==> config.mk <==
export PLATFORM = sky130hd
export DESIGN_NAME = isa_pnp_card_state_machine
export DESIGN_NICKNAME = d
export VERILOG_FILES = /design/src/common/pnp_card_pkg.sv /design/src/isa_pnp_card_state_machine.sv
export VERILOG_INCLUDE_DIRS = /design/src /design/src/common
export SDC_FILE = /design/constraint.sdc
export NUM_CORES = 1
export LEC_CHECK = 0
export ABC_AREA = 1
export BUFFER_PORTS_ARGS = -buffer_cell sky130_fd_sc_hd__buf_2
export CAP_MARGIN = 20
export CORE_UTILIZATION = 65
export DETAILED_ROUTE_END_ITERATION = 16
export PLACE_DENSITY = 0.9
export SLEW_MARGIN = 20
export SYNTH_ARGS = -nofsm -noshare
export SYNTH_HDL_FRONTEND = slang
export SYNTH_SLANG_ARGS = --single-unit
export TNS_END_PERCENT = 5
==> constraint.sdc <==
create_clock -name CLK_SYS -period 5.5 [get_ports CLK_SYS]
set_input_delay 0.55 -clock CLK_SYS [delete_from_list [all_inputs] [get_ports CLK_SYS]]
set_output_delay 0.55 -clock CLK_SYS [all_outputs]
set_load 0.03 [all_outputs]
==> src/common/pnp_card_consts.svh <==
`ifndef PNP_CARD_CONSTS_SVH
`define PNP_CARD_CONSTS_SVH

// Byte addresses of the Avalon-MM register words.
`define REG_STATUS 8'h00
`define REG_RES_DATA 8'h04
`define REG_WAKE 8'h08
`define REG_CSN 8'h0C
`define REG_CMD 8'h10

// Command register bit positions.
`define CMD_WAIT_KEY 0
`define CMD_STD_RESET 1
`define CMD_VENDOR_RESET 2

// Status register field positions.
`define STAT_READY 0
`define STAT_STATE_LO 2
`define STAT_CSN_LO 8

// Pointer positions: length byte at 0, identifier from 1, resource data after the 9 id bytes.
`define PTR_LEN 6'h00
`define PTR_FIRST 6'h01
`define PTR_RES_START 6'h0A
`define SHIFT_BITS 4'h8
`define SHIFT_STEP 4'h1
`define SHIFT_IDLE 4'h0
`define CSN_ZERO 8'h00
`define BYTE_ZERO 8'h00
`define WORD_ZERO 32'h0000_0000

`endif

==> src/common/pnp_card_pkg.sv <==
package pnp_card_pkg;

  typedef enum logic [1:0] {WAIT_KEY, SLEEP, ISOLATE, CONFIG} pnp_state_t;

  typedef struct packed {
    logic wr;
    logic [7:0] data;
  } mcu_load_t;

endpackage

==> src/isa_pnp_card_state_machine.sv <==
// Purpose: Card-side configuration state machine, card select number and resource read path.
// Assumes: Key detection and bit-serial isolation sit outside and report by KEY_DETECTED
//          and ISO_LOSE; the microcontroller loads the SRAM through MCU_LOAD.
// Notes: Registers are reached over Avalon-MM with one wait state on every access.
//        State, number, pointers, ack and ready have a combinational next value and a plain clocked update; the shift registers do not.
//        The SRAM has no reset, so a bus reset must be followed by a fresh load.
//
// Behaviour
// RULE_01: Card has four states: wait-for-key, sleep, isolation, configuration.
// RULE_02: Bus reset goes to wait-for-key and zeroes the card select number.
// RULE_03: Wait for Key command returns any state to wait-for-key.
// RULE_04: Standard reset zeroes the number; vendor reset zeroes it on this card type.
// RULE_05: Microcontroller loads SRAM bytewise: length, identifier bytes, resource data.
// RULE_06: Resource data read returns the byte at the pointer, then increments it.
// RULE_07: Read at pointer equal to length wraps pointer to resource data start.
// RULE_08: Reset or any Wake command returns the data pointer to position one.
// RULE_09: After reset the number is zero, data is loaded, then wait-for-key.
// RULE_10: Host waits 2 ms after reset before configuration accesses.
// RULE_11: In wait-for-key the card ignores every configuration access.
// RULE_12: Detected initiation key moves wait-for-key to sleep.
// RULE_13: In sleep, Wake zero with number zero enters isolation, pointer to start.
// RULE_14: Host programs the read-data port before the first isolation reads.
// RULE_15: Host does 72 read pairs; losing cards return to sleep.
// RULE_16: Nonzero number written to isolated card is stored; card enters configuration.
// RULE_17: Wake zero sends configuration to sleep; sleeping zero-number cards isolate.
// RULE_18: Sleeping card with Wake matching its nonzero number enters configuration.
// RULE_19: Resource data is served only in configuration.
// RULE_20: After matching Wake from sleep, the first nine bytes are the identifier.
// RULE_21: Status bit 0 marks a ready byte; a read clears, shifts eight bits, sets.
// RULE_22: Host polls status bit 0 before each resource data read.
// RULE_23: A card with a nonzero number skips isolation until numbers are cleared.
// RULE_24: Wake matching neither zero nor own number sends isolation or configuration to sleep.
//
// The implementer's own choices: the register addresses and the Avalon-MM interface to the registers.
`timescale 1ns/1ps
`include "pnp_card_consts.svh"

module isa_pnp_card_state_machine #(
  parameter int SRAM_DEPTH = 64,
  parameter bit VENDOR_TYPE = 1'b1
) (
  input wire logic CLK_SYS,
  input wire logic RST,
  input wire logic [7:0] AVS_ADDRESS,
  input wire logic AVS_READ,
  input wire logic AVS_WRITE,
  input wire logic [31:0] AVS_WRITEDATA,
  output logic [31:0] AVS_READDATA,
  output logic AVS_WAITREQUEST,
  input wire pnp_card_pkg::mcu_load_t MCU_LOAD,
  input wire logic KEY_DETECTED,
  input wire logic ISO_LOSE
);

  localparam int PW = $clog2(SRAM_DEPTH);

  // Machine state and card select number.
  pnp_card_pkg::pnp_state_t state;
  pnp_card_pkg::pnp_state_t next_state;
  logic [7:0] csn;
  logic [7:0] next_csn;

  // Byte store and its two pointers.
  logic [7:0] sram [SRAM_DEPTH];
  logic [PW-1:0] load_addr;
  logic [PW-1:0] next_load_addr;
  logic [PW-1:0] ptr;
  logic [PW-1:0] next_ptr;
  logic [PW-1:0] len;
  logic ptr_moved;
  logic next_ptr_moved;

  // Bit-serial path into the resource data register.
  logic [7:0] fetch;
  logic [7:0] src;
  logic [7:0] res_byte;
  logic [3:0] shift_cnt;
  logic shifting;
  logic ready;
  logic next_ready;

  // Bus handshake and decoded accesses.
  logic ack;
  logic next_ack;
  logic req;
  logic take_wr;
  logic take_rd;
  logic live;
  logic in_config;
  logic sel_status;
  logic sel_res;
  logic sel_wake;
  logic sel_csn;
  logic sel_cmd;
  logic wake_wr;
  logic csn_wr;
  logic cmd_wr;
  logic res_rd;
  logic csn_take;
  logic [7:0] wr_byte;
  logic [31:0] next_readdata;

  // Decoded commands and wake values.
  logic cmd_wait_key;
  logic cmd_clear_csn;
  logic wake_zero;
  logic wake_own;
  logic wake_other;

  assign req = AVS_READ | AVS_WRITE;
  assign AVS_WAITREQUEST = req & ~ack;
  assign take_wr = AVS_WRITE & ack;
  assign take_rd = AVS_READ & ack;
  assign wr_byte = AVS_WRITEDATA[7:0];
  assign len = sram[`PTR_LEN][PW-1:0];
  assign live = (state != pnp_card_pkg::WAIT_KEY); // RULE_11
  assign in_config = (state == pnp_card_pkg::CONFIG); // RULE_19

  // Register select; unmapped addresses select nothing.
  always_comb begin
    sel_status = 1'b0;
    sel_res = 1'b0;
    sel_wake = 1'b0;
    sel_csn = 1'b0;
    sel_cmd = 1'b0;
    if (AVS_ADDRESS == `REG_STATUS) begin
      sel_status = 1'b1;
    end else if (AVS_ADDRESS == `REG_RES_DATA) begin
      sel_res = 1'b1;
    end else if (AVS_ADDRESS == `REG_WAKE) begin
      sel_wake = 1'b1;
    end else if (AVS_ADDRESS == `REG_CSN) begin
      sel_csn = 1'b1;
    end else if (AVS_ADDRESS == `REG_CMD) begin
      sel_cmd = 1'b1;
    end
  end

  // Writes land only at the answer edge and only once the key has been seen.
  assign wake_wr = take_wr & live & sel_wake;
  assign csn_wr = take_wr & live & sel_csn;
  assign cmd_wr = take_wr & live & sel_cmd;
  assign res_rd = take_rd & in_config & sel_res; // RULE_19
  // Only the isolated card accepts a number, and only a nonzero one.
  assign csn_take = csn_wr & (state == pnp_card_pkg::ISOLATE) & (wr_byte != `CSN_ZERO);

  // Command and wake value decode.
  always_comb begin
    cmd_wait_key = cmd_wr & wr_byte[`CMD_WAIT_KEY]; // RULE_03
    cmd_clear_csn = cmd_wr & wr_byte[`CMD_STD_RESET]; // RULE_04
    if (VENDOR_TYPE && wr_byte[`CMD_VENDOR_RESET]) begin
      cmd_clear_csn = cmd_wr; // RULE_04
    end
    wake_zero = wake_wr & (wr_byte == `CSN_ZERO);
    wake_own = wake_wr & (wr_byte != `CSN_ZERO) & (wr_byte == csn);
    wake_other = wake_wr & (wr_byte != `CSN_ZERO) & (wr_byte != csn);
  end

  // Every access gets exactly one wait state; the answer edge is the second.
  // A request held past its answer simply starts a new access one cycle later.
  always_comb begin
    next_ack = req & ~ack;
  end

  always_ff @(posedge CLK_SYS) begin
    if (RST) begin
      ack <= 1'b0;
    end else begin
      ack <= next_ack;
    end
  end

  // Read data is chosen from the state before the first edge of the access.
  // Sampling it there, not at the answer edge, keeps it standing through that edge.
  always_comb begin
    next_readdata = `WORD_ZERO;
    if (!live) begin
      next_readdata = `WORD_ZERO; // RULE_11
    end else if (sel_status) begin
      next_readdata[`STAT_READY] = ready & in_config; // RULE_21
      next_readdata[`STAT_STATE_LO +: 2] = state;
      next_readdata[`STAT_CSN_LO +: 8] = csn;
    end else if (sel_res) begin
      if (in_config) begin
        next_readdata[7:0] = res_byte; // RULE_06 RULE_19
      end
    end else if (sel_csn) begin
      next_readdata[7:0] = csn;
    end
  end

  always_ff @(posedge CLK_SYS) begin
    if (RST) begin
      AVS_READDATA <= `WORD_ZERO;
    end else if (AVS_READ & ~ack) begin
      AVS_READDATA <= next_readdata;
    end
  end

  // The microcontroller load port fills the SRAM from address zero after every reset.
  // A load beyond the last byte wraps and overwrites the length byte.
  always_comb begin
    next_load_addr = load_addr;
    if (MCU_LOAD.wr) begin
      next_load_addr = load_addr + 1'b1; // RULE_05
    end
  end

  always_ff @(posedge CLK_SYS) begin
    if (RST) begin
      load_addr <= '0; // RULE_09
    end else begin
      load_addr <= next_load_addr;
    end
  end

  // The store itself has no reset; its contents are whatever was last loaded.
  always_ff @(posedge CLK_SYS) begin
    if (MCU_LOAD.wr) begin
      sram[load_addr] <= MCU_LOAD.data; // RULE_05
    end
  end

  // Configuration state machine: a command to wait for the key overrides everything.
  always_comb begin
    next_state = state;
    case (state) // RULE_01
      pnp_card_pkg::WAIT_KEY: begin
        if (KEY_DETECTED) begin
          next_state = pnp_card_pkg::SLEEP; // RULE_12
        end
      end
      pnp_card_pkg::SLEEP: begin
        if (wake_zero && csn == `CSN_ZERO) begin
          next_state = pnp_card_pkg::ISOLATE; // RULE_13 RULE_17 RULE_23
        end else if (wake_own) begin
          next_state = pnp_card_pkg::CONFIG; // RULE_18
        end
      end
      pnp_card_pkg::ISOLATE: begin
        // Losing isolation beats a number written in the same cycle; the card sleeps but still stores the number.
        if (ISO_LOSE) begin
          next_state = pnp_card_pkg::SLEEP; // RULE_15
        end else if (csn_take) begin
          next_state = pnp_card_pkg::CONFIG; // RULE_16
        end else if (wake_other) begin
          next_state = pnp_card_pkg::SLEEP; // RULE_24
        end
      end
      pnp_card_pkg::CONFIG: begin
        if (wake_zero || wake_other) begin
          next_state = pnp_card_pkg::SLEEP; // RULE_17 RULE_24
        end
      end
      default: begin
        next_state = pnp_card_pkg::WAIT_KEY;
      end
    endcase
    if (cmd_wait_key) begin
      next_state = pnp_card_pkg::WAIT_KEY; // RULE_03
    end
  end

  always_ff @(posedge CLK_SYS) begin
    if (RST) begin
      state <= pnp_card_pkg::WAIT_KEY; // RULE_02 RULE_09
    end else begin
      state <= next_state;
    end
  end

  // Card select number; the clear commands leave the state alone.
  always_comb begin
    next_csn = csn;
    if (cmd_clear_csn) begin
      next_csn = `CSN_ZERO; // RULE_04
    end else if (csn_take) begin
      next_csn = wr_byte; // RULE_16
    end
  end

  always_ff @(posedge CLK_SYS) begin
    if (RST) begin
      csn <= `CSN_ZERO; // RULE_02 RULE_09
    end else begin
      csn <= next_csn;
    end
  end

  // Data pointer. A card reaching configuration by winning isolation starts at the
  // resource block; one woken by a matching Wake starts at the identifier.
  always_comb begin
    next_ptr = ptr;
    next_ptr_moved = 1'b0;
    if (wake_wr) begin
      next_ptr = PW'(`PTR_FIRST); // RULE_08 RULE_13 RULE_20
      next_ptr_moved = 1'b1;
    end else if (csn_take) begin
      next_ptr = PW'(`PTR_RES_START);
      next_ptr_moved = 1'b1;
    end else if (res_rd) begin
      next_ptr_moved = 1'b1;
      if (ptr == len) begin
        next_ptr = PW'(`PTR_RES_START); // RULE_07
      end else begin
        next_ptr = ptr + 1'b1; // RULE_06
      end
    end
  end

  always_ff @(posedge CLK_SYS) begin
    if (RST) begin
      ptr <= PW'(`PTR_FIRST); // RULE_08
      ptr_moved <= 1'b1;
    end else begin
      ptr <= next_ptr;
      ptr_moved <= next_ptr_moved;
    end
  end

  // The next byte is shifted in bit 0 first over eight clocks, complete nine clocks after the pointer moves.
  // A read that lands mid-shift returns a partial byte; the host must poll first.
  assign fetch = sram[ptr];
  assign shifting = (shift_cnt != `SHIFT_IDLE);

  always_ff @(posedge CLK_SYS) begin
    if (RST) begin
      shift_cnt <= `SHIFT_IDLE;
    end else if (ptr_moved) begin
      shift_cnt <= `SHIFT_BITS; // RULE_21
    end else if (shifting) begin
      shift_cnt <= shift_cnt - `SHIFT_STEP;
    end
  end

  always_ff @(posedge CLK_SYS) begin
    if (RST) begin
      src <= `BYTE_ZERO;
    end else if (ptr_moved) begin
      src <= fetch;
    end else if (shifting) begin
      src <= {1'b0, src[7:1]};
    end
  end

  always_ff @(posedge CLK_SYS) begin
    if (RST) begin
      res_byte <= `BYTE_ZERO;
    end else if (!ptr_moved && shifting) begin
      res_byte <= {src[0], res_byte[7:1]}; // RULE_21
    end
  end

  // A read clears the flag; it rises again on the last shift.
  always_comb begin
    next_ready = ready;
    if (res_rd | ptr_moved) begin
      next_ready = 1'b0; // RULE_21
    end else if (shift_cnt == `SHIFT_STEP) begin
      next_ready = 1'b1; // RULE_21
    end
  end

  always_ff @(posedge CLK_SYS) begin
    if (RST) begin
      ready <= 1'b0;
    end else begin
      ready <= next_ready;
    end
  end

endmodule

==> results_dict.tcl <==
set metrics [dict create \
    grt_max_degree 172 \
    drt_iter0_markers 2654 \
    n_antenna_cell 0 \
    synth-main-ff-cell "edfxtp_1" \
    die_h_um 196 \
    fin_setup_tns_ps 0 \
    tritoncts "built" \
    hp-start "AVS_WRITEDATA[3]" \
    cpPeakStageDelay_ps 700 \
    yosysTopAreaCell "edfxtp_1" \
    gp_routability_congestion 0.930 \
    status "finished clean" \
    antenna_found_initial 1 \
    slew_headroom 0.297 \
    clockBufferDepth 3 \
    grt_pass1_wl_mm 90.9 \
    fp-row-count 70 \
    power.total_mw 8.82 \
    cts_sinks 573 \
    hold_viol 0 \
    wl_met1_mm 21.6 \
    ys_top_cells_by_area "edfxtp_1 63%, nand2_1 10%, nand3_1 5.2%" \
    crit_slowest_cell "buf_4" \
    holdPathEnd "csn[3]" \
    holdPathStages 3 \
    routed-wl-met2_mm 27.9 \
    pin_count 88 \
    hold_path_class "in2reg" \
    hpwlAfterDp_mm 33.2 \
    required_ps 6020 \
    async_flop_share 0 \
    period_needed_ps 3380 \
    synth_area_um2 24400 \
    ctsHoldBuffers 0 \
    seq_area_frac_synth 0.680 \
    synth_top_area_share 0.630 \
    crit_arrival_ps 3900 \
    synth_edf_count 512 \
    total_leakage_power_nw 9.77 \
    min_period_over_period 0.614 \
    insertion_delay_ps 610 \
    synthTopCellsByCount "682 x nand2_1, 512 x edfxtp_1, 334 x nor2_1" \
    numPortBuffers 47 \
    path_cells "clkinv_2 > buf_4 > buf_4 > nand3_1 > a21oi_1 > nor2_1 > nand2_1 > nand3_1 > nand2_1 > nand2_1 > a21oi_1" \
    area_growth_pct 8.47 \
    core_um2 36800 \
    layout-drive-gt1-share 0.0654 \
    clock_skew_ps 26.5 \
    drv_cap 0 \
    ys_warn_count 0 \
    drtAntennaViolNets 0 \
    clk_root_buffer_cell "clkbuf_16" \
    r2r_cells 11 \
    p_per_area_nw_per_um2 333 \
    start_util 0.663 \
    crit_top_cell "nand2_1" \
    wl_per_cell_um 20.4 \
    h-tree-depth 2 \
    report.final.slew_viol_count 0 \
    route.detailed.drc 0 \
    cts_buffers 55 \
    regToRegEndpoint "src[0]" \
    die-area_um2 38300 \
    yosysMostFrequentCell "nand2_1" \
    worstSetupPathType "reg2reg" \
    wl_met3_mm 5.79 \
    worstSetupEndpointType "register" \
    ys_seq_elements 573 \
    setup_viol_count_final 0 \
    first_global_vias 16900 \
    syn-mean-instance-area_um2 10.3 \
    grt_remaining_overflow 0 \
    rsz0062_at_grt "false" \
    cts_resized 0 \
    post_cts.repair.setup_buffers 0 \
    nFillCells 2375 \
    die_x_um 196 \
    fmax_ghz 0.296 \
    fin_nets 2433 \
    rr_startpoint "ptr[1]" \
    wl_mm 58.9 \
    grtUsageTotal 0.312 \
    viasPerCell 6.06 \
    drt_pass1_iterations 7 \
    start_kind "register" \
    via_count 17500 \
    tightest_slew_ps 1050 \
    path_max_fanout 66 \
    clk_pin_slew_ps 60 \
    rrSetupSlack_ps 2120 \
    vdd_drop_max_v 0.000335 \
    syn-instance-count 2365 \
    synth_cell_types 36 \
    top_layer_used "met5" \
]
-- metal layers --
metal | vias up | track usage
met2 | 1103 | 0.510
met5 | - | 0
met3 | 250 | 0.0523
met4 | 2 | 0.187
li1 | 7944 | -
met1 | 8164 | 0.395
-- worst max path at each step --
stage	cells after the start	start	slack, ps	end
after floorplan	5	MCU_LOAD[8]	3510	sram[16][0]
after global placement	12	ptr[1]	2330	src[0]
after detailed placement	12	ptr[1]	2300	src[5]
after CTS	11	ptr[1]	2250	src[0]
after global routing	12	ptr[1]	1910	src[5]
final	11	ptr[1]	2120	src[0]
-- critical path: cells and delay by family (launching register included) --
kind,cells,cell delay [ps]
compound gates,2,390
buf+inv,3,1430
simple gates,6,860
flops,1,530
-- sequential cells by signal, indices dropped and copies added, names as in the netlist --
register / count
res_byte: 8
ptr_moved: 1
src: 8
AVS_READDATA: 16
ptr: 6
shift_cnt: 4
ready: 1
sram: 512
load_addr: 6
ack: 1
csn: 8
state: 2
-- placed cells by master (no fill, tap or decap), types with 2 or more instances in the layout --
cell,n
nand2_1,682
edfxtp_1,512
nor2_1,334
nand3_1,252
inv_1,120
o21ai_0,118
a21oi_1,79
dfxtp_1,59
clkbuf_16,55
buf_2,46
buf_4,18
conb_1,16
clkbuf_1,13
clkinv_1,12
nor3_1,11
clkinv_2,11
xor2_1,8
ha_1,8
o211ai_1,6
nand4_1,6
o22ai_1,5
bufinv_16,5
clkbuf_8,5
nor4_1,4
xnor2_1,4
a31oi_1,3
clkinvlp_4,3
inv_6,2
or2_2,2
o21a_1,2
clkinvlp_2,2
buf_12,2
dfxtp_4,2
-- where the power goes --
part | internal [mW] | switching, mW
Combinational | 0.0746 | 0.230
Clock | 2.14 | 1.58
Sequential | 4.77 | 0.0227
Total | 6.98 | 1.84
-- per-stage QoR --
| stage | hold WS [ps] | cells | utilization | area, um2 | setup WS, ps |
|---|---|---|---|---|---|
| after global routing | 277 | 2883 | 0.719 | 26500 | 1910 |
| after CTS | 241 | 2883 | 0.719 | 26500 | 2250 |
| after detailed placement | 454 | 2781 | 0.671 | 24700 | 2300 |
| after global placement | 449 | 2781 | 0.671 | 24700 | 2330 |
| final | 261 | 2883 | 0.719 | 26500 | 2120 |
| after floorplan | 436 | 2380 | - | 24500 | 3510 |
-- cells by family (layout without fill, tap and decap cells) --
logic type / count (synthesis) / after routing / share of synthesized area
simple gates: 1294 / 1294 / 0.214
flops: 573 / 573 / 0.680
buf+inv: 261 / 296 / 0.0511
compound gates: 216 / 216 / 0.0459
xor+xnor: 12 / 12 / 0.00431
fa+ha+maj: 8 / 8 / 0.00410
other cells: 1 / 16 / 0.000154
-- final cells by class --
class,instances,area (um2),area share
Tap cell,468,586,0.0221
Inverter,128,487,0.0184
Multi-Input combinational cell,1546,6610,0.250
Sequential cell,573,16600,0.627
Timing Repair Buffer,66,405,0.0153
Clock inverter,29,277,0.0104
Clock buffer,73,1490,0.0565
Power figures use the tool's default switching activity.
